## config.mk

```make
export PLATFORM = sky130hd
export DESIGN_NAME = remote_diode_ideality_beta_config
export DESIGN_NICKNAME = d
export VERILOG_FILES = /design/src/design/beta_cfg_pkg.sv /design/src/design/twowire_slave.sv /design/src/design/remote_diode_ideality_beta_config.sv
export SDC_FILE = /design/constraint.sdc
export NUM_CORES = 1
export LEC_CHECK = 0
export BUFFER_PORTS_ARGS = -buffer_cell sky130_fd_sc_hd__buf_2
export CORE_MARGIN = 2
export CORE_UTILIZATION = 35
export CTS_CLUSTER_SIZE = 10
export DETAILED_ROUTE_END_ITERATION = 10
export PLACE_DENSITY_LB_ADDON = 0.25
export SLEW_MARGIN = 20
export SYNTH_ARGS = -nofsm -noshare
export SYNTH_HDL_FRONTEND = slang
export SYNTH_HIERARCHICAL = 1
export SYNTH_SLANG_ARGS = --single-unit
```

## constraint.sdc

```tcl
create_clock -name clk -period 2.87 [get_ports clk]
set_input_delay 0.287 -clock clk [delete_from_list [all_inputs] [get_ports clk]]
set_output_delay 0.287 -clock clk [all_outputs]
set_load 0.02 [all_outputs]
```

## src/design/beta_cfg_pkg.sv

```systemverilog
package beta_cfg_pkg;

   // Register offsets on the two-wire port.
   localparam logic [7:0] IDEALITY_FACTOR_SELECT_OFS = 8'h14;
   localparam logic [7:0] IDEALITY_CUSTOM_ENABLE_OFS = 8'h15;
   localparam logic [7:0] BETA_COMP_ENABLE_OFS       = 8'h19;
   localparam logic [7:0] BETA_RESULT_CH1_OFS        = 8'h1A;
   localparam logic [7:0] BETA_RESULT_CH2_OFS        = 8'h1B;
   localparam logic [7:0] BETA_RESULT_CH3_OFS        = 8'h1C;
   localparam logic [7:0] DIODE_FAULT_STATUS_OFS     = 8'h36;

   // Reset values.
   localparam logic [7:0] IDEALITY_CODE_RESET = 8'h18;
   localparam logic [7:0] CHAN_BITS_RESET     = 8'h00;
   localparam logic [3:0] BETA_RESULT_RESET   = 4'h0;
   localparam logic [7:0] READ_UNMAPPED       = 8'h00;

   // Per-channel bit field: channels 3..1 sit at bits 3..1.
   localparam int unsigned CHAN_LSB = 1;
   localparam int unsigned CHAN_MSB = 3;
   localparam logic [7:0]  CHAN_MASK = 8'h0E;

   // Ideality decode, in units of 0.0001.
   localparam logic [7:0]  IDEALITY_UNITY_CODE  = 8'h10;
   localparam logic [7:0]  IDEALITY_LAST_VALID  = 8'h3F;
   localparam logic [15:0] IDEALITY_UNITY_VALUE = 16'h2710;
   localparam logic [15:0] IDEALITY_STEP        = 16'h000A;
   localparam logic [15:0] IDEALITY_DEFAULT     = 16'h2760;

   // Beta result codes; codes above the last valid one mean beta under 0.09.
   localparam logic [3:0] BETA_LAST_VALID_CODE = 4'h9;
   localparam logic [3:0] DRIVE_NOMINAL        = 4'h0;

   localparam logic [15:0] TEMP_FAULT_VALUE = 16'h0000;
   localparam logic [1:0]  CHAN_NONE        = 2'h0;

   // Two-wire port framing.
   localparam logic [3:0] BITS_PER_BYTE = 4'h8;
   localparam logic [6:0] SLAVE_ADDR_DEFAULT = 7'h4C;

endpackage

```

## src/design/twowire_slave.sv

```systemverilog
`timescale 1ns/100ps
module twowire_slave
   import beta_cfg_pkg::*;
#(
   parameter logic [6:0] SLAVE_ADDR = SLAVE_ADDR_DEFAULT
)(
   input  wire logic       clk,
   input  wire logic       rst_b,
   input  wire logic       scl_in,
   input  wire logic       sda_in,
   output logic            sda_out,
   output logic            sda_oe,
   output logic            reg_wr,
   output logic            reg_rd_done,
   output logic [7:0]      reg_ptr,
   output logic [7:0]      reg_wdata,
   input  wire logic [7:0] reg_rdata
);

   typedef enum logic [3:0] {
      S_IDLE, S_ADDR, S_ADDR_ACK, S_CMD, S_CMD_ACK, S_WDATA, S_WDATA_ACK, S_RDATA, S_RDATA_ACK
   } bus_state_t;

   logic       scl_s1_q, scl_s2_q, scl_s3_q, sda_s1_q, sda_s2_q, sda_s3_q;
   bus_state_t st_q, st_d;
   logic [3:0] cnt_q, cnt_d;
   logic [7:0] sh_q, sh_d, ptr_q, ptr_d, wdata_q, wdata_d;
   logic       rw_q, rw_d, oe_q, oe_d, wr_q, wr_d, rdd_q, rdd_d, mack_q, mack_d;
   logic       scl_rise, scl_fall, start_cond, stop_cond;

   // Pins are asynchronous; edges are taken only from the second and third stages.
   always_ff @(posedge clk or negedge rst_b)
   begin
      if (!rst_b)
      begin
         scl_s1_q <= 1'b1;
         scl_s2_q <= 1'b1;
         scl_s3_q <= 1'b1;
         sda_s1_q <= 1'b1;
         sda_s2_q <= 1'b1;
         sda_s3_q <= 1'b1;
      end
      else
      begin
         scl_s1_q <= scl_in;
         scl_s2_q <= scl_s1_q;
         scl_s3_q <= scl_s2_q;
         sda_s1_q <= sda_in;
         sda_s2_q <= sda_s1_q;
         sda_s3_q <= sda_s2_q;
      end
   end

   assign scl_rise   = scl_s2_q & ~scl_s3_q;
   assign scl_fall   = ~scl_s2_q & scl_s3_q;
   assign start_cond = scl_s2_q & scl_s3_q & ~sda_s2_q & sda_s3_q;
   assign stop_cond  = scl_s2_q & scl_s3_q & sda_s2_q & ~sda_s3_q;

   always_comb
   begin
      st_d    = st_q;
      cnt_d   = cnt_q;
      sh_d    = sh_q;
      ptr_d   = ptr_q;
      wdata_d = wdata_q;
      rw_d    = rw_q;
      oe_d    = oe_q;
      mack_d  = mack_q;
      wr_d    = 1'b0;
      rdd_d   = 1'b0;
      if (start_cond)
      begin
         st_d  = S_ADDR;
         cnt_d = '0;
         oe_d  = 1'b0;
      end
      else if (stop_cond)
      begin
         st_d = S_IDLE;
         oe_d = 1'b0;
      end
      else if (scl_rise)
      begin
         if (st_q == S_ADDR || st_q == S_CMD || st_q == S_WDATA)
         begin
            sh_d  = {sh_q[6:0], sda_s2_q};
            cnt_d = cnt_q + 4'h1;
         end
         else if (st_q == S_RDATA)
            cnt_d = cnt_q + 4'h1;
         else if (st_q == S_RDATA_ACK)
         begin
            // A byte counts as read once its acknowledge slot is clocked.
            mack_d = ~sda_s2_q;
            rdd_d  = 1'b1;
         end
      end
      else if (scl_fall)
      begin
         unique case (st_q)
            S_IDLE: ;
            S_ADDR:
               if (cnt_q == BITS_PER_BYTE)
               begin
                  if (sh_q[7:1] == SLAVE_ADDR)
                  begin
                     rw_d = sh_q[0];
                     oe_d = 1'b1;
                     st_d = S_ADDR_ACK;
                  end
                  else
                     st_d = S_IDLE;
               end
            S_ADDR_ACK:
            begin
               cnt_d = '0;
               if (rw_q)
               begin
                  sh_d = reg_rdata;
                  oe_d = ~reg_rdata[7];
                  st_d = S_RDATA;
               end
               else
               begin
                  oe_d = 1'b0;
                  st_d = S_CMD;
               end
            end
            S_CMD:
               if (cnt_q == BITS_PER_BYTE)
               begin
                  ptr_d = sh_q;
                  oe_d  = 1'b1;
                  st_d  = S_CMD_ACK;
               end
            S_CMD_ACK, S_WDATA_ACK:
            begin
               oe_d  = 1'b0;
               cnt_d = '0;
               st_d  = S_WDATA;
            end
            S_WDATA:
               if (cnt_q == BITS_PER_BYTE)
               begin
                  wdata_d = sh_q;
                  wr_d    = 1'b1;
                  oe_d    = 1'b1;
                  st_d    = S_WDATA_ACK;
               end
            S_RDATA:
               if (cnt_q == BITS_PER_BYTE)
               begin
                  oe_d = 1'b0;
                  st_d = S_RDATA_ACK;
               end
               else
               begin
                  sh_d = {sh_q[6:0], 1'b0};
                  oe_d = ~sh_q[6];
               end
            S_RDATA_ACK:
            begin
               cnt_d = '0;
               if (mack_q)
               begin
                  sh_d = reg_rdata;
                  oe_d = ~reg_rdata[7];
                  st_d = S_RDATA;
               end
               else
                  st_d = S_IDLE;
            end
            default:
               st_d = S_IDLE;
         endcase
      end
   end

   always_ff @(posedge clk or negedge rst_b)
   begin
      if (!rst_b)
      begin
         st_q    <= S_IDLE;
         cnt_q   <= '0;
         sh_q    <= '0;
         ptr_q   <= '0;
         wdata_q <= '0;
         rw_q    <= 1'b0;
         oe_q    <= 1'b0;
         wr_q    <= 1'b0;
         rdd_q   <= 1'b0;
         mack_q  <= 1'b0;
      end
      else
      begin
         st_q    <= st_d;
         cnt_q   <= cnt_d;
         sh_q    <= sh_d;
         ptr_q   <= ptr_d;
         wdata_q <= wdata_d;
         rw_q    <= rw_d;
         oe_q    <= oe_d;
         wr_q    <= wr_d;
         rdd_q   <= rdd_d;
         mack_q  <= mack_d;
      end
   end

   // Open drain: the pin is only ever pulled low.
   assign sda_out     = 1'b0;
   assign sda_oe      = oe_q;
   assign reg_wr      = wr_q;
   assign reg_rd_done = rdd_q;
   assign reg_ptr     = ptr_q;
   assign reg_wdata   = wdata_q;

endmodule // twowire_slave

```

## src/design/remote_diode_ideality_beta_config.sv

```systemverilog
`timescale 1ns/100ps

module remote_diode_ideality_beta_config
   import beta_cfg_pkg::*;
#(
   parameter logic [6:0] SLAVE_ADDR = SLAVE_ADDR_DEFAULT
)(
   input  wire logic        clk,
   input  wire logic        rst_b,
   input  wire logic        scl_in,
   input  wire logic        sda_in,
   output logic             sda_out,
   output logic             sda_oe,
   input  wire logic        slot_start,
   input  wire logic [1:0]  slot_chan,
   input  wire logic        diode_fault_detect,
   input  wire logic        beta_done,
   input  wire logic [3:0]  beta_code,
   input  wire logic        conv_done,
   input  wire logic [15:0] conv_result,
   output logic             slot_busy,
   output logic             beta_meas_req,
   output logic             temp_meas_start,
   output logic [15:0]      slot_ideality,
   output logic [3:0]       drive_level,
   output logic             temp_wr,
   output logic [1:0]       temp_wr_chan,
   output logic [15:0]      temp_wr_data
);
   import beta_cfg_pkg::*;

   typedef enum logic [1:0] {
      SLOT_IDLE, SLOT_BETA, SLOT_MEAS
   } slot_state_t;

   logic        reg_wr, reg_rd_done;
   logic [7:0]  reg_ptr, reg_wdata, reg_rdata;

   logic [7:0]  ideal_code_q, ideal_code_d;
   logic [7:0]  ideal_en_q, ideal_en_d;
   logic [7:0]  beta_en_q, beta_en_d;
   logic [3:0]  beta_res_q [CHAN_LSB:CHAN_MSB];
   logic [3:0]  beta_res_d [CHAN_LSB:CHAN_MSB];
   logic [7:0]  fault_q, fault_d;

   slot_state_t st_q, st_d;
   logic [1:0]  chan_q, chan_d;
   logic        busy_q, busy_d, breq_q, breq_d, mstart_q, mstart_d;
   logic [15:0] ideal_q, ideal_d, twdata_q, twdata_d;
   logic [3:0]  drive_q, drive_d;
   logic        twr_q, twr_d;
   logic [1:0]  twchan_q, twchan_d;
   logic        fault_set;
   logic [1:0]  fault_chan;

   twowire_slave #(
      .SLAVE_ADDR (SLAVE_ADDR)
   ) u_port (
      .clk         (clk),
      .rst_b       (rst_b),
      .scl_in      (scl_in),
      .sda_in      (sda_in),
      .sda_out     (sda_out),
      .sda_oe      (sda_oe),
      .reg_wr      (reg_wr),
      .reg_rd_done (reg_rd_done),
      .reg_ptr     (reg_ptr),
      .reg_wdata   (reg_wdata),
      .reg_rdata   (reg_rdata)
   );

   // Codes beyond the table are not valid; the default ideality is used for them instead.
   function automatic logic [15:0] ideality_of(input logic [7:0] code);
      logic [15:0] delta;
      delta = 16'(code) * IDEALITY_STEP - 16'(IDEALITY_UNITY_CODE) * IDEALITY_STEP;
      if (code > IDEALITY_LAST_VALID)
         ideality_of = IDEALITY_DEFAULT;
      else
         ideality_of = IDEALITY_UNITY_VALUE + delta;
   endfunction

   function automatic logic [7:0] beta_reg_ofs(input int unsigned ch);
      beta_reg_ofs = BETA_RESULT_CH1_OFS + 8'(ch - CHAN_LSB);
   endfunction

   // Register read mux; reserved bits and unmapped offsets read zero.
   always_comb
   begin
      reg_rdata = READ_UNMAPPED;
      if (reg_ptr == IDEALITY_FACTOR_SELECT_OFS)
         reg_rdata = ideal_code_q;
      else if (reg_ptr == IDEALITY_CUSTOM_ENABLE_OFS)
         reg_rdata = ideal_en_q;
      else if (reg_ptr == BETA_COMP_ENABLE_OFS)
         reg_rdata = beta_en_q;
      else if (reg_ptr == DIODE_FAULT_STATUS_OFS)
         reg_rdata = fault_q;
      for (int unsigned ch = CHAN_LSB; ch <= CHAN_MSB; ch++)
         if (reg_ptr == beta_reg_ofs(ch))
            reg_rdata = {4'h0, beta_res_q[ch]};
   end

   // Software-visible registers.
   always_comb
   begin
      ideal_code_d = ideal_code_q;
      ideal_en_d   = ideal_en_q;
      beta_en_d    = beta_en_q;
      fault_d      = fault_q;
      if (reg_wr && reg_ptr == IDEALITY_FACTOR_SELECT_OFS)
         ideal_code_d = reg_wdata;
      if (reg_wr && reg_ptr == IDEALITY_CUSTOM_ENABLE_OFS)
         ideal_en_d = reg_wdata & CHAN_MASK;
      if (reg_wr && reg_ptr == BETA_COMP_ENABLE_OFS)
         beta_en_d = reg_wdata & CHAN_MASK;
      if (reg_rd_done && reg_ptr == DIODE_FAULT_STATUS_OFS)
         fault_d = CHAN_BITS_RESET;
      // A fault arriving in the same cycle as the clearing read is kept.
      if (fault_set)
         fault_d[fault_chan] = 1'b1;
   end

   // Conversion slot sequencing.
   always_comb
   begin
      st_d       = st_q;
      chan_d     = chan_q;
      busy_d     = busy_q;
      ideal_d    = ideal_q;
      drive_d    = drive_q;
      breq_d     = 1'b0;
      mstart_d   = 1'b0;
      twr_d      = 1'b0;
      twchan_d   = twchan_q;
      twdata_d   = twdata_q;
      fault_set  = 1'b0;
      fault_chan = chan_q;
      for (int unsigned ch = CHAN_LSB; ch <= CHAN_MSB; ch++)
         beta_res_d[ch] = beta_res_q[ch];
      unique case (st_q)
         SLOT_IDLE:
            if (slot_start && slot_chan != CHAN_NONE)
            begin
               // Settings are frozen here, so later writes reach only the next slot.
               chan_d  = slot_chan;
               busy_d  = 1'b1;
               ideal_d = ideal_en_q[slot_chan] ? ideality_of(ideal_code_q) : IDEALITY_DEFAULT;
               if (beta_en_q[slot_chan])
               begin
                  breq_d = 1'b1;
                  st_d   = SLOT_BETA;
               end
               else
               begin
                  // With compensation off the measurement is tried whatever the beta.
                  drive_d  = DRIVE_NOMINAL;
                  mstart_d = 1'b1;
                  st_d     = SLOT_MEAS;
               end
            end
         SLOT_BETA:
            if (diode_fault_detect || (beta_done && beta_code > BETA_LAST_VALID_CODE))
            begin
               if (beta_done)
                  beta_res_d[chan_q] = beta_code;
               fault_set = 1'b1;
               twr_d     = 1'b1;
               twchan_d  = chan_q;
               twdata_d  = TEMP_FAULT_VALUE;
               busy_d    = 1'b0;
               st_d      = SLOT_IDLE;
            end
            else if (beta_done)
            begin
               beta_res_d[chan_q] = beta_code;
               drive_d            = beta_code;
               mstart_d           = 1'b1;
               st_d               = SLOT_MEAS;
            end
         SLOT_MEAS:
            if (diode_fault_detect || conv_done)
            begin
               // Stored temperature changes only when the slot completes.
               fault_set = diode_fault_detect;
               twr_d     = 1'b1;
               twchan_d  = chan_q;
               twdata_d  = diode_fault_detect ? TEMP_FAULT_VALUE : conv_result;
               busy_d    = 1'b0;
               st_d      = SLOT_IDLE;
            end
         default:
            st_d = SLOT_IDLE;
      endcase
   end

   always_ff @(posedge clk or negedge rst_b)
   begin
      if (!rst_b)
      begin
         ideal_code_q <= IDEALITY_CODE_RESET;
         ideal_en_q   <= CHAN_BITS_RESET;
         beta_en_q    <= CHAN_BITS_RESET;
         fault_q      <= CHAN_BITS_RESET;
         for (int unsigned ch = CHAN_LSB; ch <= CHAN_MSB; ch++)
            beta_res_q[ch] <= BETA_RESULT_RESET;
         st_q     <= SLOT_IDLE;
         chan_q   <= CHAN_NONE;
         busy_q   <= 1'b0;
         ideal_q  <= IDEALITY_DEFAULT;
         drive_q  <= DRIVE_NOMINAL;
         breq_q   <= 1'b0;
         mstart_q <= 1'b0;
         twr_q    <= 1'b0;
         twchan_q <= CHAN_NONE;
         twdata_q <= TEMP_FAULT_VALUE;
      end
      else
      begin
         ideal_code_q <= ideal_code_d;
         ideal_en_q   <= ideal_en_d;
         beta_en_q    <= beta_en_d;
         fault_q      <= fault_d;
         for (int unsigned ch = CHAN_LSB; ch <= CHAN_MSB; ch++)
            beta_res_q[ch] <= beta_res_d[ch];
         st_q     <= st_d;
         chan_q   <= chan_d;
         busy_q   <= busy_d;
         ideal_q  <= ideal_d;
         drive_q  <= drive_d;
         breq_q   <= breq_d;
         mstart_q <= mstart_d;
         twr_q    <= twr_d;
         twchan_q <= twchan_d;
         twdata_q <= twdata_d;
      end
   end

   assign slot_busy       = busy_q;
   assign beta_meas_req   = breq_q;
   assign temp_meas_start = mstart_q;
   assign slot_ideality   = ideal_q;
   assign drive_level     = drive_q;
   assign temp_wr         = twr_q;
   assign temp_wr_chan    = twchan_q;
   assign temp_wr_data    = twdata_q;

endmodule // remote_diode_ideality_beta_config

```

==> results.md <==
Run status:
- The flow ran to the end, but the final reports show violations.
- The checks that failed: setup timing.

Critical path:
- The worst register-to-register path begins at ideal_code_q[3].
- The peak fanout along the critical path is 5.
- STA classifies the critical path endpoint as a flip-flop.
- The nature of the critical path startpoint is a flip-flop.
- The beginning of the critical path is ideal_code_q[3].
- The data arrival at the endpoint of the critical path is 3180 ps.
- The worst setup path is of the flip-flop to flip-flop kind.
- For the worst setup path, the data required time is 3170 ps.

Drt:
- After detailed routing, the average wire length per cell comes to 15.58 um.
- The count of nets left with antenna violations once routing finished came out at 0.
- The detailed-route vias per instance is 5.089.
- The number of design-rule violations left by the first detailed-router iteration is 185.
- The number of DRC violations after detailed routing is 0.
- The via count is 4707.
- The number of detailed-route iterations in the first pass is 5.
- The routed wire length is 14410 um.

Hold path:
- The hold path startpoint is conv_result[13].
- The class of the most critical hold timing path is input port to flip-flop.

Synth:
- The synthesis-stage register bit count is 116.
- In this run the cell area of the synthesized design comes to 6212 um2.
- The per-instance average area after synthesis is 10.66 um2.
- The number of synthesized flops with an enable pin is 0.
- The compound-gate portion of the synthesized area is 13.90%.
- The adder-cell share of the synthesized area is 5.156%.
- Ranked by total cell area, the synthesized netlist is headed by dfrtp_1 41%, mux2_2 12%, dfstp_2 5.9%.
- The post-synthesis sequential area ratio is 47.01%.
- For this run, the leading register cell type out of synthesis is dfrtp_1.
- Summing the areas of all and, or, nand and nor instances in the mapped netlist gives 16.48% of the synthesized area.
- The main combinational cell family by area after synthesis is simple AND/OR/NAND/NOR gates.
- The instance count of the mapped netlist is 583.
- After synthesis, the largest area contributor takes up 41.09% of total cell area.
- For this run, the number of Yosys warnings is 6.
- The largest area contributor in the synthesized netlist is dfrtp_1.
- The share of async-settable or async-resettable flops after synthesis is 100.0%.
- Synthesis instantiated 75 different standard cells from the library.
- The xor/xnor share of the synthesized area is 1.672%.
- After synthesis, the share of cell area in mux cells is 12.63%.

Layout:
- The number of nets in the layout is 742.
- 0 antenna diodes ended up in the layout.
- The post-layout instance area is 7848 um2.
- The area growth from synthesis to layout is 26.32%.
- The total of fill cells in the finished design is 1639.
- The final core utilization is 45.37%.
- Of the cells placed in the final design, the portion with a size suffix greater than 1 is 35.86%.

Clock tree:
- The insertion delay to the later sink of the worst-skew pair is 420 ps.
- Clock tree synthesis selected as its root buffer the cell clkbuf_16.
- The level count of the clock H-tree is 4.
- The clock slew seen by the registers of the worst setup and hold paths is 60 ps.
- The number of buffers created by CTS is 17.
- The TritonCTS clock tree is yes.
- The clock drives 116 sinks.
- No sink is reached through more buffers than the 2 on the longest clock path.

Global routing:
- The global-route usage over all layers is 16.24%.
- The number of antenna violations at the first check in global routing is 0.
- The via count of the first global-routing pass is 4956.
- The total overflow left after global routing is 0.
- The first-pass GRT wire length is 24040 um.
- The largest net degree at the start of global routing is 48.

Timing:
- Subtracting the final worst setup slack from the clock period gives 2882 ps.
- The count of endpoints failing hold in the final timing report is 0.
- The final count of negative-setup-slack endpoints is 1.
- Setup slack on the critical path of the routed design comes to -12.42 ps.
- The final critical path takes up 100.4% of the cycle.
- On the final layout, the worst clock skew is 8.370 ps.
- Based on the critical path, the design can be clocked at up to 346.9 MHz.
- Setup repair after global routing could not meet its margin everywhere.
- The final-report max-slew violation count came to 0.
- The tightest hold path in the finished design has a slack of 106.5 ps.
- The max-slew headroom at the worst pin is 57.69%.
- For the pin with the worst max-slew slack, the measured transition is 628.0 ps.

Place:
- Buffers placed on the I/O ports in this run total 69.
- Summing all placed instances gives a cell area of 7053 um2.
- The wire-length estimate of the detail-placed layout is 10520 um.
- At the end of routability-driven placement, the weighted congestion stood at 0.8933.
- At the placement stage, the worst setup path has a slack of -180.8 ps.

Power:
- The leakage component of the power is 3.652 nW.
- The power density normalized to cell area is 656.8 nW/um2.
- The completed layout was analyzed and its total power is 0.005154 W.
- Across the VDD grid, the largest voltage drop is 472.5 uV.

Floorplan:
- Once the floorplan was initialized, standard cells occupied 35.92% of the core.
- The cell row count is 48.
- Measured along the x axis, the die boundary spans 137.2 um.
- 74 I/O pins were placed.
- The area of the core is 17300 um2.
- The height of the chip is 137.2 um.
- The area enclosed by the die boundary is 18830 um2.

Job:
- The number of max-cap violations is 0.
## per-layer routing
layer	global-route usage, %	vias up	wire, um
met4	5.727	0	203
met3	4.084	19	544
met1	20.29	2288	6597
li1	-	2302	-
met2	27.28	98	7067
met5	0	-	0
## placed cells by master, fill, tap and decap left out, drive strengths merged, types with 4 or more instances in the layout
cell type / count
nor3b: 4
clkinv: 4
buf: 104
o21a: 4
nor2: 28
or2: 4
nand2: 68
nand3b: 4
a222oi: 4
ha: 24
xnor2: 9
and2: 10
nand3: 13
clkbuf: 18
bufinv: 5
a21oi: 20
dfstp: 14
o21ai: 45
a22o: 13
conb: 4
dfrtp: 102
nor2b: 12
nor4: 5
mux2: 67
nor3: 10
nand2b: 10
inv: 22
## worst max-delay path: stages (launching register included)
cell and delay, ps:
dfstp_2 570, ha_4 210, ha_4 160, fa_2 380, a211oi_4 250, o21bai_1 190
nand2_4 130, o21a_4 160, xnor2_4 120, or3b_1 360, a32o_1 230
## per-stage QoR
step	TNS, ps	std cells
3_5_place_dp	-296.1	890
5_1_grt	-189.1	925
4_1_cts	-12.62	926
2_1_floorplan	0	585
6_report	-12.42	925
3_3_place_gp	-104.7	890
## where the power goes
group,switching [W],total [W],leakage (nW),internal (W)
Combinational,0.000532,0.000837,1.80,0.000305
Clock,0.000792,0.00236,0.318,0.00157
Sequential,0.000133,0.00195,1.53,0.00182
## flip-flops by register name (all words and copies together), names as in the netlist, 8 cells and up
name and flops:
beta_res_q 12, ideal_code_q 8, temp_wr_data 16, u_port/sh_q 8
u_port/reg_wdata 8, u_port/reg_ptr 8, slot_ideality 13
## worst paths after layout
| kind | end | slack, ps | depth (start not counted) |
|---|---|---|---|
| min in group asynchronous | slot_ideality[3] | 380 | 2 |
| worst min register to register | u_port/sda_s2_q | 360 | 0 |
| worst min-delay path | temp_wr_data[13] | 110 | 3 |
| worst max register to register | slot_ideality[11] | -10 | 10 |
| worst max-delay path | slot_ideality[11] | -10 | 10 |
| max in group asynchronous | slot_ideality[5] | 1790 | 3 |
## synth_stat cells, drive strengths merged, types with 3 or more instances
library cell	instances
nand2b	10
a21boi	3
o31ai	3
clkbuf	15
o21ai	45
a221oi	3
and2	10
o211ai	3
inv	19
nand2	68
nor3	10
and3	3
a222oi	4
o21a	4
nor2	28
nand3b	4
a31o	3
nand3	13
a22oi	3
dfrtp	102
dfstp	14
nor2b	12
nor4	5
mux2i	3
a21oi	20
nor3b	4
mux2	67
xnor2	9
and3b	3
nand4	3
a22o	13
buf	9
ha	24
or2	4
o22ai	3
## area by class of cell
cell class / count / area, um2 / area share [%]
Sequential cell: 116 / 2920 / 37.21
Clock buffer: 18 / 439.2 / 5.596
Clock inverter: 14 / 222.7 / 2.838
Inverter: 19 / 71.32 / 0.9088
Timing Repair Buffer: 107 / 653.1 / 8.323
Tap cell: 225 / 281.5 / 3.587
Multi-Input combinational cell: 426 / 3259 / 41.53
## cells by family (layout without fill, tap and decap cells)
logic type | Yosys count | after routing
other | 2 | 4
xor gates and xnor gates | 11 | 11
buffers and inverters | 43 | 158
DFF | 116 | 116
AOI/OAI and AO/OA | 127 | 127
adders and majority gates | 25 | 25
and+or+nand+nor | 189 | 189
muxes | 70 | 70
## timing repair
action,4_1_cts,5_1_grt
endpoints found under the setup margin,2,3
gates cloned,0,0
hold buffers,3,0
resized for setup,8,9
pin swaps,4,4
buffers inserted,1,0
hold endpoints to repair,30,0
(Power assumes the default switching activity.)
